### config.mk
export PLATFORM = sky130hd
export DESIGN_NAME = spcs_regs
export DESIGN_NICKNAME = d
export VERILOG_FILES = /design/src/hw/spcs_pkg.sv /design/src/hw/spcs_seq.sv /design/src/hw/spcs_regs.sv
export VERILOG_INCLUDE_DIRS = /design/src /design/src/hw
export SDC_FILE = /design/constraint.sdc
export NUM_CORES = 1
export LEC_CHECK = 0
export ABC_AREA = 1
export CAP_MARGIN = 0
export CORE_UTILIZATION = 60
export DETAILED_ROUTE_END_ITERATION = 10
export DONT_BUFFER_PORTS = 1
export PLACE_DENSITY = 0.72
export SETUP_SLACK_MARGIN = 0.4
export SYNTH_ARGS = -nofsm -noshare
export SYNTH_HDL_FRONTEND = slang
export SYNTH_SLANG_ARGS = --single-unit
### constraint.sdc
create_clock -name clk -period 3.41 [get_ports clk]
set_input_delay 0.682 -clock clk [delete_from_list [all_inputs] [get_ports clk]]
set_output_delay 0.682 -clock clk [all_outputs]
set_load 0.1 [all_outputs]
### src/hw/spcs_defs.svh
// spcs_defs.svh: offsets, field positions, reset values and timing counts
// for the serial-port control/status register bank.
// assumes: included by bare name from the package and design modules.
`ifndef SPCS_DEFS_SVH
`define SPCS_DEFS_SVH

// register offsets on the serial control port
`define SPCS_ADDR_W 12
`define SPCS_ADDR_CFG2 12'h001
`define SPCS_ADDR_STAT 12'h002
`define SPCS_ADDR_UPD 12'h00f

// value that, written to the update register, applies pending fields
`define SPCS_UPD_KEY 8'h01

// second configuration register field positions
`define SPCS_CFG2_SINGLE 7
`define SPCS_CFG2_RDBUF 5
`define SPCS_CFG2_TUNE 2
`define SPCS_CFG2_DIVRST 1

// status register field positions
`define SPCS_STAT_LOCK 7
`define SPCS_STAT_REF 6
`define SPCS_STAT_FB 5
`define SPCS_STAT_BOTH 4
`define SPCS_STAT_SLEEP_HI 1
`define SPCS_STAT_SLEEP_LO 0

// reset values
`define SPCS_CFG2_RESET 8'h00
`define SPCS_SLEEP_RESET 2'h0
`define SPCS_SLEEP_ON 2'h3

// sequencer timing counts in clk cycles
`define SPCS_CNT_W 8
`define SPCS_TUNE_CYCLES 8'hc8
`define SPCS_STALL_CYCLES 8'h04
`define SPCS_DIVRST_CYCLES 8'h08

`endif

### src/hw/spcs_pkg.sv
// spcs_pkg: types shared by the register bank and its restart sequencer.
// assumes: spcs_defs.svh is reachable on the include path.
`include "spcs_defs.svh"

package spcs_pkg;

   // sequencer phases
   typedef enum logic [1:0] {
      SPCS_SEQ_IDLE = 2'b00,
      SPCS_SEQ_TUNE = 2'b01,
      SPCS_SEQ_STALL = 2'b10,
      SPCS_SEQ_DIVRST = 2'b11
   } spcs_seq_state_t;

   // register access from the serial port engine
   typedef struct packed {
      logic [`SPCS_ADDR_W-1:0] addr;
      logic wr;
      logic rd;
      logic [7:0] wdata;
   } spcs_acc_t;

   // sequencer outputs toward the clock datapath
   typedef struct packed {
      logic tune_busy;
      logic div_busy;
      logic osc_tune;
      logic out_stall;
      logic div_reset;
   } spcs_seq_out_t;

   // sequencer state
   typedef struct packed {
      spcs_seq_state_t st;
      logic [`SPCS_CNT_W-1:0] cnt;
      spcs_seq_out_t out;
   } spcs_seq_t;

   // register bank state
   typedef struct packed {
      logic [1:0] rst_sync;
      logic [2:0] lock_sync;
      logic [2:0] ref_sync;
      logic [2:0] fb_sync;
      logic single_instr;
      logic rdbuf_act;
      logic rdbuf_pend;
      logic [1:0] sleep_act;
      logic [1:0] sleep_pend;
      logic tune_req;
      logic div_req;
      logic upd_pulse;
      logic [7:0] rdata;
      logic rvalid;
   } spcs_regs_t;

endpackage : spcs_pkg

### src/hw/spcs_seq.sv
// spcs_seq: oscillator tune and divider restart sequencer.
// assumes: synchronous active-low reset already released through flops.
`timescale 1ns/100ps
`default_nettype none
`include "spcs_defs.svh"

module spcs_seq #(
   parameter logic [`SPCS_CNT_W-1:0] TUNE_CYCLES = `SPCS_TUNE_CYCLES,
   parameter logic [`SPCS_CNT_W-1:0] STALL_CYCLES = `SPCS_STALL_CYCLES,
   parameter logic [`SPCS_CNT_W-1:0] DIVRST_CYCLES = `SPCS_DIVRST_CYCLES
) (
   input wire logic clk,
   input wire logic rst_n,
   input wire logic soft_clr,
   input wire logic tune_req,
   input wire logic div_req,
   output spcs_pkg::spcs_seq_out_t seq_out
);

   spcs_pkg::spcs_seq_t s_reg;
   spcs_pkg::spcs_seq_t s_next;

   // phase walk: tune, then stall, then divider reset, then release
   always_comb begin
      s_next = s_reg;
      unique case (s_reg.st)
         spcs_pkg::SPCS_SEQ_IDLE: begin
            if (tune_req) begin
               s_next.st = spcs_pkg::SPCS_SEQ_TUNE;
               s_next.cnt = TUNE_CYCLES;
            end else if (div_req) begin
               s_next.st = spcs_pkg::SPCS_SEQ_STALL;
               s_next.cnt = STALL_CYCLES;
            end
         end
         spcs_pkg::SPCS_SEQ_TUNE: begin
            if (s_reg.cnt <= 8'h01) begin
               // tuning always chains into the full restart
               s_next.st = spcs_pkg::SPCS_SEQ_STALL;
               s_next.cnt = STALL_CYCLES;
            end else begin
               s_next.cnt = s_reg.cnt - 8'h01;
            end
         end
         spcs_pkg::SPCS_SEQ_STALL: begin
            if (s_reg.cnt <= 8'h01) begin
               s_next.st = spcs_pkg::SPCS_SEQ_DIVRST;
               s_next.cnt = DIVRST_CYCLES;
            end else begin
               s_next.cnt = s_reg.cnt - 8'h01;
            end
         end
         spcs_pkg::SPCS_SEQ_DIVRST: begin
            if (s_reg.cnt <= 8'h01) begin
               s_next.st = spcs_pkg::SPCS_SEQ_IDLE; // outputs re-enabled
               s_next.cnt = '0;
            end else begin
               s_next.cnt = s_reg.cnt - 8'h01;
            end
         end
      endcase
      // soft reset abandons any sequence in flight
      if (soft_clr) begin
         s_next.st = spcs_pkg::SPCS_SEQ_IDLE;
         s_next.cnt = '0;
      end
      // outputs registered from the next phase; tune_busy spans tuning and the restart after it
      s_next.out.osc_tune = (s_next.st == spcs_pkg::SPCS_SEQ_TUNE);
      s_next.out.tune_busy = (s_next.st == spcs_pkg::SPCS_SEQ_TUNE)
         || (s_reg.out.tune_busy
             && s_next.st != spcs_pkg::SPCS_SEQ_IDLE);
      s_next.out.div_busy = (s_next.st == spcs_pkg::SPCS_SEQ_STALL)
         || (s_next.st == spcs_pkg::SPCS_SEQ_DIVRST);
      s_next.out.out_stall = s_next.out.div_busy;
      s_next.out.div_reset = (s_next.st == spcs_pkg::SPCS_SEQ_DIVRST);
   end

   always_ff @(posedge clk) begin
      if (!rst_n) begin
         s_reg <= '0;
      end else begin
         s_reg <= s_next;
      end
   end

   assign seq_out = s_reg.out;

endmodule : spcs_seq
`default_nettype wire

### src/hw/spcs_regs.sv
// spcs_regs: second serial-port configuration register and loop status
// register, with pending/active copies and the restart sequencer.
// assumes: one-cycle access strobes from the serial port engine on clk;
// lock and detector levels arrive from the analog loop, unsynchronised.
`timescale 1ns/100ps
`default_nettype none
`include "spcs_defs.svh"

module spcs_regs #(
   parameter logic [`SPCS_CNT_W-1:0] TUNE_CYCLES = `SPCS_TUNE_CYCLES,
   parameter logic [`SPCS_CNT_W-1:0] STALL_CYCLES = `SPCS_STALL_CYCLES,
   parameter logic [`SPCS_CNT_W-1:0] DIVRST_CYCLES = `SPCS_DIVRST_CYCLES
) (
   input wire logic clk,
   input wire logic resetn,
   input wire logic soft_reset,
   input wire spcs_pkg::spcs_acc_t acc,
   input wire logic pll_locked_in,
   input wire logic ref_detect_in,
   input wire logic fb_detect_in,
   output logic [7:0] acc_rdata,
   output logic acc_rvalid,
   output logic single_instr,
   output logic [1:0] sleep_mode,
   output logic update_pulse,
   output spcs_pkg::spcs_seq_out_t seq_out
);

   spcs_pkg::spcs_regs_t r_reg;
   spcs_pkg::spcs_regs_t r_next;
   logic rst_n;
   logic lock_s;
   logic ref_s;
   logic fb_s;
   logic [1:0] sleep_rd;
   logic rdbuf_rd;
   logic busy;

   // released reset copy; only the second release flop is read, and
   // the rest of the bank clears synchronously while it is low
   assign rst_n = r_reg.rst_sync[1];

   // detector levels after the second sync flop, then one more stage
   // the extra stage costs a clock of latency but keeps the status
   // read away from a flop that may still be settling
   assign lock_s = r_reg.lock_sync[2];
   assign ref_s = r_reg.ref_sync[2];
   assign fb_s = r_reg.fb_sync[2];

   // which copy a read of a buffered field returns
   // a buffered bit changes only on update or soft reset, never on its own write
   assign sleep_rd = r_reg.rdbuf_act ? r_reg.sleep_pend : r_reg.sleep_act;
   assign rdbuf_rd = r_reg.rdbuf_act ? r_reg.rdbuf_pend : r_reg.rdbuf_act;
   // busy blocks new strobes; only a soft reset or resetn cuts a sequence short
   assign busy = seq_out.tune_busy | seq_out.div_busy;

   // register file next state
   // detector history shifts every clock, accesses or not
   always_comb begin
      r_next = r_reg;
      r_next.lock_sync = {r_reg.lock_sync[1:0], pll_locked_in};
      r_next.ref_sync = {r_reg.ref_sync[1:0], ref_detect_in};
      r_next.fb_sync = {r_reg.fb_sync[1:0], fb_detect_in};
      r_next.tune_req = 1'b0;
      r_next.div_req = 1'b0;
      r_next.upd_pulse = 1'b0;
      r_next.rvalid = 1'b0;
      if (acc.wr) begin
         unique case (acc.addr)
            `SPCS_ADDR_CFG2: begin
               r_next.single_instr = acc.wdata[`SPCS_CFG2_SINGLE];
               r_next.rdbuf_pend = acc.wdata[`SPCS_CFG2_RDBUF];
               // strobes are dropped while a sequence is running
               // and are lost, not queued: poll bits 2 and 1 before
               // asking again
               r_next.tune_req = acc.wdata[`SPCS_CFG2_TUNE] & ~busy;
               r_next.div_req = acc.wdata[`SPCS_CFG2_DIVRST] & ~busy;
            end
            `SPCS_ADDR_STAT: begin
               // only the sleep field is writable; 3:2 ignored
               // 01 and 10 are stored as written; sleep logic decides
               r_next.sleep_pend =
                  acc.wdata[`SPCS_STAT_SLEEP_HI:`SPCS_STAT_SLEEP_LO];
            end
            `SPCS_ADDR_UPD: begin
               // any other value leaves both copies alone
               if (acc.wdata == `SPCS_UPD_KEY) begin
                  r_next.sleep_act = r_reg.sleep_pend;
                  r_next.rdbuf_act = r_reg.rdbuf_pend;
                  r_next.upd_pulse = 1'b1;
               end
            end
            default: begin
            end
         endcase
      end
      if (acc.rd) begin
         r_next.rvalid = 1'b1;
         // unmapped and write-only addresses read back zero
         // a read and a write in one cycle return the old contents
         r_next.rdata = 8'h00;
         unique case (acc.addr)
            `SPCS_ADDR_CFG2: begin
               r_next.rdata[`SPCS_CFG2_SINGLE] = r_reg.single_instr;
               r_next.rdata[`SPCS_CFG2_RDBUF] = rdbuf_rd;
               // strobe bits read 1 until their sequence ends
               // the request flop covers the clock before the start
               r_next.rdata[`SPCS_CFG2_TUNE] =
                  seq_out.tune_busy | r_reg.tune_req;
               // bit 1 tracks restart phases and the tune request flop; reads 0 while tuning
               r_next.rdata[`SPCS_CFG2_DIVRST] = seq_out.div_busy
                  | r_reg.div_req | r_reg.tune_req;
            end
            `SPCS_ADDR_STAT: begin
               // detector levels are three clocks old, so a read just
               // after reset may still show them low
               r_next.rdata[`SPCS_STAT_LOCK] = lock_s;
               r_next.rdata[`SPCS_STAT_REF] = ref_s;
               r_next.rdata[`SPCS_STAT_FB] = fb_s;
               r_next.rdata[`SPCS_STAT_BOTH] = ref_s & fb_s;
               r_next.rdata[`SPCS_STAT_SLEEP_HI:`SPCS_STAT_SLEEP_LO] =
                  sleep_rd;
            end
            default: begin
            end
         endcase
      end
      // soft reset returns every control field to its reset value; the
      // sequencer aborts on the same strobe, so no output stays stalled
      if (soft_reset) begin
         r_next.single_instr = 1'(`SPCS_CFG2_RESET >> `SPCS_CFG2_SINGLE);
         r_next.rdbuf_act = 1'b0;
         r_next.rdbuf_pend = 1'b0;
         r_next.sleep_act = `SPCS_SLEEP_RESET;
         r_next.sleep_pend = `SPCS_SLEEP_RESET;
         r_next.tune_req = 1'b0;
         r_next.div_req = 1'b0;
      end
      // release flops shift in ones; resetn clears them asynchronously
      r_next.rst_sync = {r_reg.rst_sync[0], 1'b1};
   end

   // one register for all state; resetn clears it at once, then the
   // release flops shift in ones while every other field stays at its
   // reset value, so the bank leaves reset on a clean clock edge
   always_ff @(posedge clk or negedge resetn) begin
      if (!resetn) begin
         r_reg <= '0;
      end else if (!rst_n) begin
         r_reg.rst_sync <= r_next.rst_sync;
         r_reg.lock_sync <= 3'h0;
         r_reg.ref_sync <= 3'h0;
         r_reg.fb_sync <= 3'h0;
         r_reg.single_instr <= 1'b0;
         r_reg.rdbuf_act <= 1'b0;
         r_reg.rdbuf_pend <= 1'b0;
         r_reg.sleep_act <= `SPCS_SLEEP_RESET;
         r_reg.sleep_pend <= `SPCS_SLEEP_RESET;
         r_reg.tune_req <= 1'b0;
         r_reg.div_req <= 1'b0;
         r_reg.upd_pulse <= 1'b0;
         r_reg.rdata <= 8'h00;
         r_reg.rvalid <= 1'b0;
      end else begin
         r_reg.rst_sync <= r_next.rst_sync;
         r_reg.lock_sync <= r_next.lock_sync;
         r_reg.ref_sync <= r_next.ref_sync;
         r_reg.fb_sync <= r_next.fb_sync;
         r_reg.single_instr <= r_next.single_instr;
         r_reg.rdbuf_act <= r_next.rdbuf_act;
         r_reg.rdbuf_pend <= r_next.rdbuf_pend;
         r_reg.sleep_act <= r_next.sleep_act;
         r_reg.sleep_pend <= r_next.sleep_pend;
         r_reg.tune_req <= r_next.tune_req;
         r_reg.div_req <= r_next.div_req;
         r_reg.upd_pulse <= r_next.upd_pulse;
         r_reg.rdata <= r_next.rdata;
         r_reg.rvalid <= r_next.rvalid;
      end
   end

   // tuning and restart timing; tuning requests win over restarts
   // requests are one-cycle pulses, taken only while the sequencer idles
   spcs_seq #(
      .TUNE_CYCLES(TUNE_CYCLES),
      .STALL_CYCLES(STALL_CYCLES),
      .DIVRST_CYCLES(DIVRST_CYCLES)
   ) u_seq (
      .clk(clk),
      .rst_n(rst_n),
      .soft_clr(soft_reset),
      .tune_req(r_reg.tune_req),
      .div_req(r_reg.div_req),
      .seq_out(seq_out)
   );

   // all outputs come straight from flops
   // read data hold until the next read, so the engine may sample late
   assign acc_rdata = r_reg.rdata;
   assign acc_rvalid = r_reg.rvalid;
   assign single_instr = r_reg.single_instr;
   assign sleep_mode = r_reg.sleep_act;
   assign update_pulse = r_reg.upd_pulse;

endmodule : spcs_regs
`default_nettype wire

==> metrics.log <==
INFO  metric finalCriticalPeriod = 2.108 ns
INFO  metric synth.ff_latch_count = 42
INFO  metric cts.sink_count = 42
INFO  metric std_cell_rows = 21
INFO  metric cellLeakagePower = 1.142 nW
INFO  metric route.vias.total = 1,591
INFO  metric cpPeakStageDelay = 0.73 ns
INFO  metric critPathCaptureType = primary output
INFO  metric rsz_0062_raised_after_global_routing = no
INFO  metric combinational_family_with_the_most_area_after_synthesis = simple AND/OR/NAND/NOR gates
INFO  metric timing.critical_path.from_type = flop
INFO  metric synth-warning-count = 0
INFO  metric port_buffers = 0
INFO  metric fill_cells = 307
INFO  metric timing.final.max_slew_violations = 0
INFO  metric synthXorXnorAreaFrac = 1.183%
INFO  metric drv_cap = 0
INFO  metric mappedNetlistNets = 300
INFO  metric final.setup.tns = 0 ns
INFO  metric antenna_cells_inserted = 0
INFO  metric cp_required = 2.73 ns
INFO  metric synth-simple-area-share = 31.21%
INFO  metric crit_path_top_delay_cell = sky130_fd_sc_hd__dfxtp_2
INFO  metric clock_tree.buffer_depth = 2
INFO  metric grt_max_degree = 30
INFO  metric detail_route.vias_per_cell = 5.149
INFO  metric post-route-drc-count = 0
INFO  metric route.met3.wl = 204 um
INFO  metric clock_tree_from_tritoncts = done
INFO  metric cts-hold-fix-buffers = 0
INFO  metric finalSetupViolations = 0
INFO  metric cts_made_buffers = 5
INFO  metric cts-root-buf = sky130_fd_sc_hd__clkbuf_8
INFO  metric detailed_route_wire_length = 3863 um
INFO  metric whs = 0.07026 ns
INFO  metric yosys-mux-area-fraction = 0.9014%
INFO  metric clock_latency = 0.29 ns
INFO  metric pin_count = 46
INFO  metric status = complete, no violations
INFO  metric synth_adder_area_share = 1.127%
INFO  metric hold_violations = 0
INFO  metric path_cells = buf_4
INFO  metric synth_area_per_cell = 8.225 um2
INFO  metric drt_pass1_iterations = 4
INFO  metric dr.max_layer_used = met4
INFO  metric nNetsFinal = 292
INFO  metric die_w = 62.84 um
INFO  metric start_util = 64.52%
INFO  metric netlist_instances = 270
INFO  metric globalRoute.totalOverflow = 0
INFO  metric synth_cell_type_count = 35
INFO  metric cts_resizes = 0
INFO  metric grt_antenna_before_repair = 0
INFO  metric synth-compound-area-share = 7.549%
INFO  metric share_of_cells_above_drive_strength_1 = 18.63%
INFO  metric worst_slew_pin_slew = 0.9902 ns
INFO  metric place.detailed.hpwl = 2923 um
INFO  metric criticalPathCategory = flop to primary output
INFO  metric share_of_the_clock_period_used_by_the_worst_path_after_layout = 61.83%
INFO  metric wl_met2 = 1799 um
INFO  metric pd_cells = 379.7 nW/um2
INFO  metric slew_headroom = 33.90%
INFO  metric detail_route.iter0.violations = 92
INFO  metric timing.critical_path.max_delay_family = flip-flops
INFO  metric largest_register_ffs = 9
INFO  metric first_global_vias = 1,509
INFO  metric cts.repair_timing.setup_buffer_count = 0
INFO  metric die_h = 62.84 um
INFO  metric max_freq = 0.4743 GHz
INFO  metric mappedNetlistArea = 2221 um2
INFO  metric skew = 0.008453 ns
INFO  metric placeableCoreArea = 3442 um2
INFO  metric met1Wirelength = 1803 um
INFO  metric routedWlPerCell = 12.50 um
INFO  metric area_delta_synth_final = 1.634%
INFO  metric die_area = 3949 um2
INFO  metric ant_nets = 0
INFO  metric place.gp.congestion = 0.8686
INFO  metric arrival = 1.43 ns
INFO  metric min_path_type = primary input to asynchronous set/reset pin
INFO  metric clk_pin_slew = 0.08 ns
INFO  metric cts.htree.levels = 2
INFO  metric gr-usage-all-layers = 21.86%
INFO  metric critical_path.n_buffers_inverters = 1
INFO  metric ir_worst_vdd = 258.4 uV
INFO  metric worstPathMaxFanout = 5
INFO  metric first_pass_grt_wire_length = 6665 um
INFO  metric synth_seq_area_share = 44.39%
[cells by family (layout without fill, tap and decap cells)]
kind of cell / after synthesis / in the layout
AOI/OAI and AO/OA: 27 / 27
xor gates and xnor gates: 3 / 3
adders and majority gates: 2 / 2
buffers and inverters: 62 / 55
DFF: 42 / 42
muxes: 2 / 2
other: 2 / 2
and+or+nand+nor: 130 / 130
[per-stage QoR]
stage	instance area, um2	cells	util [%]	worst slack, ns	power (W)
after global routing	2257	309	65.58	1.260	0.0008873
after global placement	2167	301	62.96	1.629	0.0005509
final	2257	309	65.58	1.302	0.0008571
after floorplan	2221	270	-	1.831	0.0005475
after detailed placement	2167	301	62.96	1.619	0.0005515
after CTS	2257	309	65.58	1.289	0.0008654
[synth_stat cells]
| master | number | area, um2 |
|---|---|---|
| sky130_fd_sc_hd__nor2_4 | 3 | 33.78 |
| sky130_fd_sc_hd__dfrtp_1 | 29 | 725.7 |
| sky130_fd_sc_hd__nand4_1 | 9 | 56.30 |
| sky130_fd_sc_hd__a21oi_1 | 8 | 40.04 |
| sky130_fd_sc_hd__nor2_1 | 16 | 60.06 |
| sky130_fd_sc_hd__ha_1 | 2 | 25.02 |
| sky130_fd_sc_hd__dfxtp_1 | 13 | 260.3 |
| sky130_fd_sc_hd__nor3b_2 | 1 | 12.51 |
| sky130_fd_sc_hd__nor2_8 | 1 | 20.02 |
| sky130_fd_sc_hd__a21oi_2 | 1 | 8.760 |
| sky130_fd_sc_hd__inv_1 | 38 | 142.6 |
| sky130_fd_sc_hd__nor3_2 | 2 | 20.02 |
| sky130_fd_sc_hd__o21ai_2 | 2 | 17.52 |
| sky130_fd_sc_hd__o31ai_1 | 2 | 15.01 |
| sky130_fd_sc_hd__conb_1 | 2 | 7.510 |
| sky130_fd_sc_hd__o211ai_1 | 1 | 7.510 |
| sky130_fd_sc_hd__nor2_2 | 5 | 31.28 |
| sky130_fd_sc_hd__nand2_4 | 1 | 11.26 |
| sky130_fd_sc_hd__nand2_1 | 58 | 217.7 |
| sky130_fd_sc_hd__inv_2 | 7 | 26.28 |
| sky130_fd_sc_hd__o22ai_1 | 2 | 12.51 |
| sky130_fd_sc_hd__nor3_1 | 2 | 10.01 |
| sky130_fd_sc_hd__buf_4 | 16 | 120.1 |
| sky130_fd_sc_hd__inv_4 | 1 | 6.260 |
| sky130_fd_sc_hd__o21ai_1 | 3 | 15.01 |
| sky130_fd_sc_hd__nand3_2 | 3 | 30.03 |
| sky130_fd_sc_hd__o21ai_0 | 7 | 35.03 |
| sky130_fd_sc_hd__mux2i_1 | 2 | 20.02 |
| sky130_fd_sc_hd__nand3_1 | 18 | 90.09 |
| sky130_fd_sc_hd__nor4_4 | 1 | 21.27 |
| sky130_fd_sc_hd__xor2_1 | 3 | 26.28 |
| sky130_fd_sc_hd__a21oi_4 | 1 | 16.27 |
| sky130_fd_sc_hd__nand4_2 | 1 | 12.51 |
| sky130_fd_sc_hd__nand2_2 | 8 | 50.05 |
| sky130_fd_sc_hd__nor3_4 | 1 | 16.27 |
[per-layer routing]
layer,track usage (%),vias to the layer above
met5,0,-
met4,6.977,0
met3,6.569,5
met2,34.38,47
met1,28.77,718
li1,-,821
[where the power goes]
| part | leakage, nW | switching [W] | total [W] | internal [W] |
|---|---|---|---|---|
| Combinational | 0.599 | 0.0000233 | 0.0000317 | 0.00000843 |
| Sequential | 0.499 | 0.00000829 | 0.000509 | 0.000501 |
| Clock | 0.0441 | 0.000172 | 0.000316 | 0.000144 |
| Total | 1.14 | 0.000204 | 0.000857 | 0.000653 |
[worst paths after layout]
| path | from | endpoint | slack [ns] | cells after the start |
|---|---|---|---|---|
| max reg2reg | u_seq.seq_out[3]$_SDFF_PN0_ | u_seq.s_reg[10]$_SDFFE_PP0P_ | 1.82 | 7 |
| min in group clk | r_next[29]$_DFF_PN0_ | r_reg[29]$_DFF_PN0_ | 0.34 | 0 |
| max in group asynchronous | resetn | r_next[21]$_DFF_PN0_ | 3.26 | 0 |
| max | u_seq.seq_out[3]$_SDFF_PN0_ | seq_out[1] | 1.30 | 1 |
| min reg2reg | r_next[29]$_DFF_PN0_ | r_reg[29]$_DFF_PN0_ | 0.34 | 0 |
| min | resetn | update_pulse$_DFF_PN0_ | 0.07 | 0 |
[cell type report]
cell class / count / area, um2 / area share [%]
Clock buffer: 5 / 68.82 / 3.049
Inverter: 46 / 175.2 / 7.761
Multi-Input combinational cell: 166 / 939.7 / 41.63
Timing Repair Buffer: 1 / 7.507 / 0.3326
Clock inverter: 3 / 21.27 / 0.9424
Sequential cell: 42 / 987.2 / 43.74
Tap cell: 46 / 57.56 / 2.550
[cells in the final DEF (no fill, tap or decap), drive strengths merged]
cell type,n
a21oi,10
buf,1
clkbuf,5
clkinv,2
clkinvlp,1
conb,2
dfrtp,29
dfxtp,13
ha,2
inv,46
mux2i,2
nand2,67
nand3,21
nand4,10
nor2,25
nor3,5
nor3b,1
nor4,1
o211ai,1
o21ai,12
o22ai,2
o31ai,2
xor2,3
Power figures use the tool's default switching activity.
